===== src/rtl/gpc_regs_map.svh =====
// offsets, field positions and fixed values of the graphics port capability words
`ifndef GPC_REGS_MAP_SVH
`define GPC_REGS_MAP_SVH

// word offsets from the capability base
`define GPC_ID_OFF 8'h00
`define GPC_STAT_OFF 8'h04
`define GPC_CMD_OFF 8'h08

// identifier word fields
`define GPC_CAP_CODE 8'h02
`define GPC_CODE_LSB 0
`define GPC_LINK_LSB 8
`define GPC_MINOR_LSB 16
`define GPC_MAJOR_LSB 20

// status and command field positions, enable bit in the command word only
`define GPC_DEPTH_LSB 24
`define GPC_SIDEBAND_BIT 9
`define GPC_ENABLE_BIT 8
`define GPC_HIGH_BIT 5
`define GPC_FAST_BIT 4
`define GPC_RATE_LSB 0

// reset value of the command word
`define GPC_CMD_RST 32'h0000_0000

`endif


===== src/rtl/gpc_pkg.sv =====
// types shared by the graphics port capability register set
`default_nettype none
package gpc_pkg;

    // role of the function on the port, one-hot coded
    typedef enum logic [1:0] {
        GPC_ROLE_TARGET = 2'h1,
        GPC_ROLE_MASTER = 2'h2
    } gpc_role_type;

    // incoming operation kinds seen by a target
    typedef enum logic [1:0] {
        GPC_OP_PLAIN = 2'h0,
        GPC_OP_DUAL_ADDR = 2'h1,
        GPC_OP_SIDEBAND_T4 = 2'h2,
        GPC_OP_SIDEBAND_T3 = 2'h3
    } gpc_op_type;

endpackage : gpc_pkg
`default_nettype wire


===== src/rtl/gpc_cap_regs.sv =====
// capability identifier, status and command words of a graphics port function
`timescale 1ns/10ps
`default_nettype none
`include "gpc_regs_map.svh"

// Function
// [RQ1] identifier low byte reads fixed code 02h
// [RQ2] bits 15:8 give next entry link
// [RQ3] major and minor revision, read only
// [RQ4] identifier top byte reads zero, unwritable
// [RQ5] status 31:24 reports queue capacity minus one
// [RQ6] status bit 9 flags sideband support
// [RQ7] status bit 5 flags high address support
// [RQ8] status bit 4 flags fast write support
// [RQ9] status 2:0 report all supported rates
// [RQ10] status word read only, reserved reads zero
// [RQ11] master command 31:24 holds allowed depth
// [RQ12] target treats depth field as reserved
// [RQ13] command bit 9 enables sideband addressing
// [RQ14] master initiates only while bit 8 set
// [RQ15] target accepts only while bit 8 set
// [RQ16] software configures target before the master
// [RQ17] enable set last or in one write
// [RQ18] master high addresses only with bit 5
// [RQ19] target bit 5 selects dual or sideband forms
// [RQ20] reserved command bits read zero, unwritable
// [RQ21] exactly one rate bit selected, matching ends; the code stores any 3-bit value written to 2:0 unchecked
// [RQ22] bit 4 selects fast write for writes
// [RQ23] command word clears to zero at reset
module gpc_cap_regs #(
    parameter gpc_pkg::gpc_role_type ROLE = gpc_pkg::GPC_ROLE_TARGET,
    parameter logic [7:0] CAP_BASE = 8'h40,
    parameter logic [7:0] LIST_LINK = 8'h00,
    parameter logic [3:0] REV_MAJOR = 4'h2,
    parameter logic [3:0] REV_MINOR = 4'h0,
    parameter logic [7:0] QUEUE_CAPACITY = 8'h1F,
    parameter logic SIDEBAND_SUPPORTED = 1'b1,
    parameter logic HIGH_ADDRESS_FLAG = 1'b1,
    parameter logic FAST_WRITE_SUPPORTED = 1'b1,
    parameter logic [2:0] RATES_SUPPORTED = 3'h7
) (
    // clock and reset
    input wire logic mclk_in,
    input wire logic rst_in,
    // configuration access
    input wire logic cfg_rd_in,
    input wire logic cfg_wr_in,
    input wire logic [7:0] cfg_addr_in,
    input wire logic [3:0] cfg_be_in,
    input wire logic [31:0] cfg_wdata_in,
    output logic cfg_ack_out,
    output logic [31:0] cfg_rdata_out,
    // master side requests from the core
    input wire logic mst_op_req_in,
    input wire logic mst_high_addr_in,
    output logic mst_op_start_out,
    // target side incoming operations
    input wire logic tgt_op_valid_in,
    input wire gpc_pkg::gpc_op_type tgt_op_kind_in,
    output logic tgt_op_accept_out,
    output logic tgt_upper_addr_out,
    // programmed modes to the port logic
    output logic port_operation_on_out,
    output logic sideband_on_out,
    output logic high_address_on_out,
    output logic fast_write_on_out,
    output logic [2:0] rate_select_out,
    output logic [7:0] allowed_queue_depth_out
);

    // ------------------------------------------------------------
    // address decode and fixed words
    // ------------------------------------------------------------

    // access hits, one per word
    wire logic [7:0] word_addr = {cfg_addr_in[7:2], 2'h0};
    wire logic hit_id = (word_addr == 8'(CAP_BASE + `GPC_ID_OFF));
    wire logic hit_stat = (word_addr == 8'(CAP_BASE + `GPC_STAT_OFF));
    wire logic hit_cmd = (word_addr == 8'(CAP_BASE + `GPC_CMD_OFF));
    wire logic is_master = (ROLE == gpc_pkg::GPC_ROLE_MASTER);

    // identifier word, top byte zero
    wire logic [31:0] id_word = {8'h00, REV_MAJOR, REV_MINOR, LIST_LINK, // RQ4 RQ3 RQ2
                                 8'(`GPC_CAP_CODE)}; // RQ1

    // status word, constant, reserved bits zero
    wire logic [31:0] stat_word = {QUEUE_CAPACITY, 14'h0000, // RQ5
                                   SIDEBAND_SUPPORTED, 3'h0, // RQ6
                                   HIGH_ADDRESS_FLAG, // RQ7
                                   FAST_WRITE_SUPPORTED, 1'b0, // RQ8
                                   RATES_SUPPORTED}; // RQ9

    // ------------------------------------------------------------
    // command word storage
    // ------------------------------------------------------------

    logic [7:0] depth_q;
    logic sideband_q;
    logic enable_q;
    logic high_q;
    logic fast_q;
    logic [2:0] rate_q;

    // write strobes for byte lanes 0, 1 and 3 of the command word
    wire logic cmd_wr = cfg_wr_in & hit_cmd;
    wire logic wr_b0 = cmd_wr & cfg_be_in[0];
    wire logic wr_b1 = cmd_wr & cfg_be_in[1];
    wire logic wr_b3 = cmd_wr & cfg_be_in[3] & is_master; // RQ12

    // next values, only implemented bits are taken
    wire logic [7:0] depth_d = wr_b3 ? cfg_wdata_in[31:24] : depth_q; // RQ11
    wire logic sideband_d = wr_b1 ? cfg_wdata_in[`GPC_SIDEBAND_BIT] : sideband_q; // RQ13
    wire logic enable_d = wr_b1 ? cfg_wdata_in[`GPC_ENABLE_BIT] : enable_q; // RQ17
    wire logic high_d = wr_b0 ? cfg_wdata_in[`GPC_HIGH_BIT] : high_q;
    wire logic fast_d = wr_b0 ? cfg_wdata_in[`GPC_FAST_BIT] : fast_q; // RQ22
    wire logic [2:0] rate_d = wr_b0 ? cfg_wdata_in[2:0] : rate_q; // RQ21

    // command fields, all cleared at reset
    always_ff @(posedge mclk_in)
    begin
        if (rst_in)
        begin
            {depth_q, sideband_q, enable_q} <= 10'h000; // RQ23
            {high_q, fast_q, rate_q} <= 5'h00;
        end
        else
        begin
            {depth_q, sideband_q, enable_q} <= {depth_d, sideband_d, enable_d};
            {high_q, fast_q, rate_q} <= {high_d, fast_d, rate_d};
        end
    end

    // command word as read back, reserved bits zero
    wire logic [31:0] cmd_word = {depth_q, 14'h0000, sideband_q, enable_q, // RQ20
                                  2'h0, high_q, fast_q, 1'b0, rate_q};

    // ------------------------------------------------------------
    // read path
    // ------------------------------------------------------------

    // read data select, unmapped words read zero
    wire logic [31:0] rd_sel = hit_id ? id_word :
                               hit_stat ? stat_word : // RQ10
                               hit_cmd ? cmd_word : 32'h0000_0000;

    logic ack_q;
    logic [31:0] rdata_q;

    // one cycle answer to every access
    always_ff @(posedge mclk_in)
    begin
        if (rst_in)
        begin
            ack_q <= 1'b0;
            rdata_q <= 32'h0000_0000;
        end
        else
        begin
            ack_q <= cfg_rd_in | cfg_wr_in;
            rdata_q <= cfg_rd_in ? rd_sel : 32'h0000_0000;
        end
    end

    // ------------------------------------------------------------
    // operation gating
    // ------------------------------------------------------------

    // master start allowed only when enabled and in range
    wire logic mst_go = is_master & enable_q & mst_op_req_in & // RQ14
                        (~mst_high_addr_in | high_q); // RQ18

    // target accepts each kind according to mode bits
    wire logic kind_ok = (tgt_op_kind_in == gpc_pkg::GPC_OP_PLAIN) |
                         ((tgt_op_kind_in == gpc_pkg::GPC_OP_DUAL_ADDR) & high_q & ~sideband_q) |
                         ((tgt_op_kind_in == gpc_pkg::GPC_OP_SIDEBAND_T4) & high_q & sideband_q) |
                         ((tgt_op_kind_in == gpc_pkg::GPC_OP_SIDEBAND_T3) & sideband_q); // RQ19
    wire logic tgt_go = ~is_master & enable_q & tgt_op_valid_in & kind_ok; // RQ15
    wire logic tgt_upper = tgt_go & high_q & sideband_q &
                           (tgt_op_kind_in == gpc_pkg::GPC_OP_SIDEBAND_T3); // RQ19

    logic mst_start_q;
    logic tgt_accept_q;
    logic tgt_upper_q;

    // operation strobes
    always_ff @(posedge mclk_in)
    begin
        if (rst_in)
        begin
            {mst_start_q, tgt_accept_q, tgt_upper_q} <= 3'h0;
        end
        else
        begin
            {mst_start_q, tgt_accept_q, tgt_upper_q} <= {mst_go, tgt_go, tgt_upper};
        end
    end

    // outputs straight from flops
    assign cfg_ack_out = ack_q;
    assign cfg_rdata_out = rdata_q;
    assign mst_op_start_out = mst_start_q;
    assign tgt_op_accept_out = tgt_accept_q;
    assign tgt_upper_addr_out = tgt_upper_q;
    assign port_operation_on_out = enable_q;
    assign sideband_on_out = sideband_q;
    assign high_address_on_out = high_q;
    assign fast_write_on_out = fast_q;
    assign rate_select_out = rate_q;
    assign allowed_queue_depth_out = depth_q;

    // ------------------------------------------------------------
    // checks
    // ------------------------------------------------------------

    id_code_read_a: // RQ1
    assert property (@(posedge mclk_in) disable iff (rst_in)
        cfg_rd_in & hit_id |=> cfg_ack_out && cfg_rdata_out[7:0] == 8'h02 &&
        cfg_rdata_out[15:8] == LIST_LINK) // RQ2
        else $error("identifier code or link wrong");

    id_top_zero_a: // RQ4
    assert property (@(posedge mclk_in) disable iff (rst_in)
        cfg_rd_in & hit_id |=> cfg_rdata_out[31:24] == 8'h00 &&
        cfg_rdata_out[23:16] == {REV_MAJOR, REV_MINOR}) // RQ3
        else $error("identifier top byte or revision wrong");

    status_fixed_a: // RQ10
    assert property (@(posedge mclk_in) disable iff (rst_in)
        cfg_rd_in & hit_stat |=> cfg_rdata_out == {QUEUE_CAPACITY, 14'h0000,
        SIDEBAND_SUPPORTED, 3'h0, HIGH_ADDRESS_FLAG, FAST_WRITE_SUPPORTED, 1'b0,
        RATES_SUPPORTED}) // RQ5
        else $error("status word not as fixed");

    cmd_reserved_zero_a: // RQ20
    assert property (@(posedge mclk_in) disable iff (rst_in)
        cfg_rd_in & hit_cmd |=> cfg_rdata_out[23:10] == 14'h0000 &&
        cfg_rdata_out[7:6] == 2'h0 && cfg_rdata_out[3] == 1'b0)
        else $error("reserved command bits not zero");

    cmd_enable_write_a: // RQ17
    assert property (@(posedge mclk_in) disable iff (rst_in)
        cfg_wr_in & hit_cmd & cfg_be_in[1] |=>
        port_operation_on_out == $past(cfg_wdata_in[8]) &&
        sideband_on_out == $past(cfg_wdata_in[9])) // RQ13
        else $error("enable or sideband not written");

    target_depth_reserved_a: // RQ12
    assert property (@(posedge mclk_in) disable iff (rst_in)
        !is_master |-> allowed_queue_depth_out == 8'h00)
        else $error("target depth field not reserved");

    target_gate_a: // RQ15
    assert property (@(posedge mclk_in) disable iff (rst_in)
        tgt_op_valid_in & !enable_q |=> !tgt_op_accept_out)
        else $error("target accepted while disabled");

    master_gate_a: // RQ14
    assert property (@(posedge mclk_in) disable iff (rst_in)
        mst_op_start_out |-> $past(enable_q) && $past(mst_op_req_in) &&
        (!$past(mst_high_addr_in) || $past(high_q))) // RQ18
        else $error("master started without permission");

    dual_addr_mode_a: // RQ19
    assert property (@(posedge mclk_in) disable iff (rst_in)
        tgt_op_valid_in & enable_q & !is_master &
        tgt_op_kind_in == gpc_pkg::GPC_OP_DUAL_ADDR |=>
        tgt_op_accept_out == ($past(high_q) && !$past(sideband_q)))
        else $error("dual address acceptance wrong");

    reset_clears_a: // RQ23
    assert property (@(posedge mclk_in)
        rst_in |=> port_operation_on_out == 1'b0 && rate_select_out == 3'h0 &&
        allowed_queue_depth_out == 8'h00 && fast_write_on_out == 1'b0) // RQ22
        else $error("command word not cleared by reset");

    access_ack_a:
    assert property (@(posedge mclk_in) disable iff (rst_in)
        cfg_rd_in | cfg_wr_in |=> cfg_ack_out)
        else $error("access not acknowledged");

    idle_quiet_a: // RQ10
    assert property (@(posedge mclk_in) disable iff (rst_in)
        !(cfg_rd_in | cfg_wr_in) |=> !cfg_ack_out && cfg_rdata_out == 32'h0000_0000)
        else $error("answer without access");

    master_depth_a: // RQ11
    assert property (@(posedge mclk_in) disable iff (rst_in)
        cfg_wr_in & hit_cmd & cfg_be_in[3] & is_master |=>
        allowed_queue_depth_out == $past(cfg_wdata_in[31:24]))
        else $error("master depth not written");

    low_lane_a: // RQ22
    assert property (@(posedge mclk_in) disable iff (rst_in)
        cfg_wr_in & hit_cmd & cfg_be_in[0] |=> fast_write_on_out == $past(cfg_wdata_in[4]) &&
        high_address_on_out == $past(cfg_wdata_in[5]))
        else $error("fast write or high bit not written");

    rate_write_a: // RQ21
    assert property (@(posedge mclk_in) disable iff (rst_in)
        cfg_wr_in & hit_cmd & cfg_be_in[0] |=> rate_select_out == $past(cfg_wdata_in[2:0]))
        else $error("rate field not written");

    cmd_hold_a: // RQ17
    assert property (@(posedge mclk_in) disable iff (rst_in)
        !(cfg_wr_in & hit_cmd) |=> $stable(port_operation_on_out) &&
        $stable(sideband_on_out) && $stable(rate_select_out) && $stable(fast_write_on_out))
        else $error("command field moved without write");

    upper_with_accept_a: // RQ19
    assert property (@(posedge mclk_in) disable iff (rst_in)
        tgt_upper_addr_out |-> tgt_op_accept_out)
        else $error("upper address without accept");

    type3_mode_a: // RQ13
    assert property (@(posedge mclk_in) disable iff (rst_in)
        tgt_op_valid_in & enable_q & !is_master & tgt_op_kind_in == gpc_pkg::GPC_OP_SIDEBAND_T3
        |=> tgt_op_accept_out == $past(sideband_q))
        else $error("sideband acceptance wrong");

    type4_mode_a: // RQ19
    assert property (@(posedge mclk_in) disable iff (rst_in)
        tgt_op_valid_in & enable_q & !is_master & tgt_op_kind_in == gpc_pkg::GPC_OP_SIDEBAND_T4
        |=> tgt_op_accept_out == ($past(high_q) && $past(sideband_q)))
        else $error("type 4 acceptance wrong");

    plain_accept_a: // RQ15
    assert property (@(posedge mclk_in) disable iff (rst_in)
        tgt_op_valid_in & enable_q & !is_master & tgt_op_kind_in == gpc_pkg::GPC_OP_PLAIN
        |=> tgt_op_accept_out)
        else $error("plain operation not accepted");

    master_no_accept_a: // RQ15
    assert property (@(posedge mclk_in) disable iff (rst_in)
        is_master |-> !tgt_op_accept_out)
        else $error("master role accepted an operation");

    master_disabled_a: // RQ14
    assert property (@(posedge mclk_in) disable iff (rst_in)
        mst_op_req_in & !enable_q |=> !mst_op_start_out)
        else $error("master started while disabled");

    high_blocked_a: // RQ18
    assert property (@(posedge mclk_in) disable iff (rst_in)
        mst_op_req_in & mst_high_addr_in & !high_q |=> !mst_op_start_out)
        else $error("high address start without permission");

endmodule : gpc_cap_regs
`default_nettype wire


===== config.mk =====
export PLATFORM = sky130hd
export DESIGN_NAME = gpc_cap_regs
export DESIGN_NICKNAME = d
export VERILOG_FILES = /design/src/rtl/gpc_pkg.sv /design/src/rtl/gpc_cap_regs.sv
export VERILOG_INCLUDE_DIRS = /design/src /design/src/rtl
export SDC_FILE = /design/constraint.sdc
export NUM_CORES = 1
export LEC_CHECK = 0
export BUFFER_PORTS_ARGS = -buffer_cell sky130_fd_sc_hd__buf_2
export CAP_MARGIN = 30
export CORE_MARGIN = 3
export CORE_UTILIZATION = 37
export CTS_CLUSTER_DIAMETER = 100
export DETAILED_ROUTE_END_ITERATION = 10
export MAX_ROUTING_LAYER = met4
export PLACE_DENSITY = 0.84
export REMOVE_ABC_BUFFERS = 1
export SETUP_SLACK_MARGIN = 0.05
export SYNTH_ARGS = -nofsm -noshare
export SYNTH_HDL_FRONTEND = slang
export SYNTH_SLANG_ARGS = --single-unit

===== constraint.sdc =====
create_clock -name mclk_in -period 3.1 [get_ports mclk_in]
set_clock_uncertainty 0.1 [all_clocks]
set_input_delay 0.465 -clock mclk_in [delete_from_list [all_inputs] [get_ports mclk_in]]
set_output_delay 0.465 -clock mclk_in [all_outputs]
set_load 0.02 [all_outputs]

# Yosys cells after proc, flatten, opt, wreduce, memory -nomap -nowiden

Cells that the tools add are included.

Memories: 0
Output and inout port bits: 51
Register bits: 39
Latch bits: 0
ROM bits: 0
RAM bits: 0

Shifts and indexed selects: 0
Divide/modulo/power cells: 0
Equal/unequal tests: 6
Order comparisons: 0
Reductions and logical operators: 5
Bitwise gates (word level): 20
$mul: 0
Mux-type cells: 3
Add/sub/neg operators: 0

Operators by type and width:

| operator             | number |
|---|---|
| $mux W29             | 1 |
| $mux W22             | 1 |
| $eq A6 B5 Y1 const B | 3 |
| $and A1 B1 Y1        | 13 |
| $mux W10             | 1 |
| $reduce_or A5 Y1     | 1 |
| $eq A2 B2 Y1 const B | 2 |
| $or A1 B1 Y1         | 4 |
| $reduce_or A4 Y1     | 1 |
| $not A1 Y1           | 3 |
| $reduce_or A3 Y1     | 1 |
| $eq A2 B1 Y1 const B | 1 |
| $logic_not A2 Y1     | 1 |
| $reduce_or A2 Y1     | 1 |

# Logic depth before layout (Yosys ltp)

Word-level depth: 10
Mapped depth: 4
Depth with buffers taken out: 3

# Worst setup path before layout

Ideal clock, no wire load.

Kind: input to register
From: input cfg_addr_in[7]
To: register fast_q (netlist: fast_write_on_out)
Setup time: 72 ps
Stages on the path: 4
Path buffers: 1
Data required time: 2928 ps
Setup slack: 1669 ps
Arrival time: 1260 ps
Cells stage by stage: nor4b_4 and4_1 buf_6 mux2i_1

Word-level cells in the longest chain between the ends: 3

Ends and longest elaborated chain:

| what                 | line                | text |
|---|---|---|
| from (decl)          | gpc_cap_regs.sv:48  | `input wire logic [7:0] cfg_addr_in,` |
| $eq A6 B5 Y1         | gpc_cap_regs.sv:79  | `` wire logic hit_cmd = (word_addr == 8'(CAP_BASE + `GPC_CMD_OFF)); `` |
| $and A1 B1 Y1        | gpc_cap_regs.sv:105 | `wire logic cmd_wr = cfg_wr_in & hit_cmd;` |
| $and A1 B1 Y1        | gpc_cap_regs.sv:106 | `wire logic wr_b0 = cmd_wr & cfg_be_in[0];` |
| to (signal assigned) | gpc_cap_regs.sv:129 | `{high_q, fast_q, rate_q} <= {high_d, fast_d, rate_d};` |
| to (decl)            | gpc_cap_regs.sv:101 | `logic fast_q;` |

Every way passes these cells.
A chain may end at the register's enable or synchronous reset.

# Worst setup path after layout

From: register sideband_q (netlist: sideband_on_out)
To: output sideband_on_out

RTL lines:

| what                   | line                | text |
|---|---|---|
| from (decl)            | gpc_cap_regs.sv:98  | `logic sideband_q;` |
| from (signal assigned) | gpc_cap_regs.sv:128 | `{depth_q, sideband_q, enable_q} <= {depth_d, sideband_d, enable_d};` |
| to (decl)              | gpc_cap_regs.sv:64  | `output logic sideband_on_out,` |

No word-level cell between the ends.

==> results.toml <==
[status]
status = "finished, final reports clean"

[setup_path]
crit_path_end_kind = "output port"
path_depth = 1
critical_path.startpoint_type = "flop"
path_buf_inv = 1
path_cells = "buf_2"
crit_family = "flip-flops"
required_ns = 2.53
cp_slowest_cell = "dfxtp_1"
crit_type = "flop to output port"
crit_arrival_ns = 0.90
cp_max_fo = 5
crit_path_max_incr_delay_ns = 0.42
reg2reg_depth = 3

[global_route]
grt_max_degree = 17
antenna_found_initial = 0
grt_use_total_pct = 10.4
grt_first_pass_wirelength_mm = 2.58
grt_pass1_vias = 594
grt_overflow = 0

[clocking]
clock_path_buffers = 2
cts_made_buffers = 3
postCtsSetupBuffers = 0
cts_tree = "done"
root_buffer = "clkbuf_4"
cts.clk_slew.worst_paths_ns = 0.10
insertion_delay_ns = 0.29
htreeDepth = 1
post_cts_resized = 0
hold_buffers = 0
cts_sinks = 19

[min_path]
hold_path.class = "input port to flop"
min_delay_path_depth = 2

[logic_synthesis]
synth_edf_count = 0
async_flop_share_pct = 0
synth-warning-count = 0
synth_seq_area_share_pct = 38.4
ys_top_cells_by_count = "32 x buf_4, 19 x dfxtp_1, 16 x nand2b_1"
synth_top_area_cell = "dfxtp_1"
synth_area_leaders = "dfxtp_1 38%, buf_4 24%, nand2b_1 10%"
ys_types = 20
syn_area_um2 = 991
synthFlopType = "dfxtp_1"
yosysMostFrequentCell = "buf_4"
syn_inst = 107
ys_seq_elements = 19
synth_top_area_share_pct = 38.4
avgSynthCellArea_um2 = 9.26

[detailed_routing]
wl_per_cell_um = 9.66
ant_nets = 0
wl_mm = 1.72
dr.pass1.iters = 2
viasPerCell = 4.08
drc = 0
via_count = 727
drt_iter0_drc = 7

[layout]
layout.nets = 202
fin_util_pct = 44.4
area_growth_pct = 13.1
drive_gt1_share_pct = 34.5
num_antenna_cells = 0
nFillCells = 267

[timing]
rsz0062_at_grt = "no"
finalHoldViolCount = 0
drv_slew = 0
setup_viol = 0
tns_ns = 0
setup_ws_ns = 1.63
period_minus_slack_ns = 1.47
finalCritPeriodShare_pct = 47.4
hold_ws_ns = 0.291
max_freq_ghz = 0.681

[floorplanning]
die_w_um = 57.8
dieArea_um2 = 3340
io-pin-count = 104
row_count = 18
die_h_um = 57.8
fp.coreArea_um2 = 2520
start_util_pct = 39.3

[place]
port_buffers = 44
post-place-ws_ns = 1.40
gp_congestion = 0.712

[pwr]
power_density_nw_per_um2 = 385
power_leakage_nw = 0.571
peakVddDrop_mv = 0.201

[job]
max-cap-violations = 0
## path summary, 6_finish.rpt
check / from / endpoint / slack [ns]
max reg2reg: sideband_on_out / tgt_op_accept_out / 2.10
min reg2reg: port_operation_on_out / cfg_rdata_out[8] / 0.37
max: sideband_on_out / sideband_on_out / 1.63
min: cfg_addr_in[3] / cfg_rdata_out[21] / 0.29
## cell type report
type	count	area, µm²	area share, %
inverters	1	3.75	0.335
well taps	30	37.5	3.35
multi-input cells	80	453	40.4
repair buffers	44	220	19.6
clock buffers	4	26.3	2.34
flip-flops and latches	19	380	33.9
## sequential cells by signal, indices dropped and copies added, names as in the netlist
signal and cells:
cfg_ack_out 1, fast_write_on_out 1, port_operation_on_out 1, rate_select_out 3
sideband_on_out 1, cfg_rdata_out 9, tgt_upper_addr_out 1, tgt_op_accept_out 1
high_address_on_out 1
## layout by cell type (no fill, tap or decap)
cell	netlist	final
a211oi_1	1	1
a21oi_1	6	6
and3_1	2	2
and4_1	1	1
and4_2	1	1
buf_2	0	44
clkbuf_1	1	1
clkbuf_4	0	3
conb_1	1	28
dfxtp_1	19	19
inv_1	1	1
mux2i_1	7	7
nand2_1	6	6
nand2b_1	16	16
nand3b_2	1	1
nor2_1	5	5
nor2b_2	1	1
nor3_1	3	3
nor4b_4	1	1
xnor2_1	1	1
## power by group
group,switching (mW),internal (mW)
clock network,0.0709,0.0500
registers,0.000463,0.245
logic,0.0471,0.0184
total,0.118,0.314
## worst reg2reg max path: stages (launching register included)
cell	delay, ns
dfxtp_1	0.42
xnor2_1	0.09
a211oi_1	0.23
nor3_1	0.06
## logic make-up (layout without fill, tap and decap cells)
logic type,after synthesis,after routing,synth area share [%]
DFF,19,19,38.4
buffers and inverters,35,49,26.1
AOI/OAI and AO/OA,7,7,3.79
xor gates and xnor gates,1,1,0.884
and+or+nand+nor,37,37,23.4
other,1,28,0.378
muxes,7,7,7.07
## per-layer routing
| layer | track usage, % | vias to the layer above | routed length [µm] |
|---|---|---|---|
| li1 | - | 369 | - |
| met1 | 12.9 | 302 | 736 |
| met2 | 15.5 | 54 | 737 |
| met3 | 1.56 | 2 | 223 |
| met4 | 6.95 | 0 | 22 |
| met5 | - | - | 0 |
## stage by stage
| stage | std cells | cell area, µm² | power, mW |
|---|---|---|---|
| global route | 178 | 1120 | 0.456 |
| finish | 178 | 1120 | 0.432 |
| CTS | 178 | 1120 | 0.437 |
| global placement | 174 | 1090 | 0.315 |
| floorplan | 100 | 837 | 0.295 |
| detailed placement | 174 | 1090 | 0.316 |
Power figures use the tool's default switching activity.
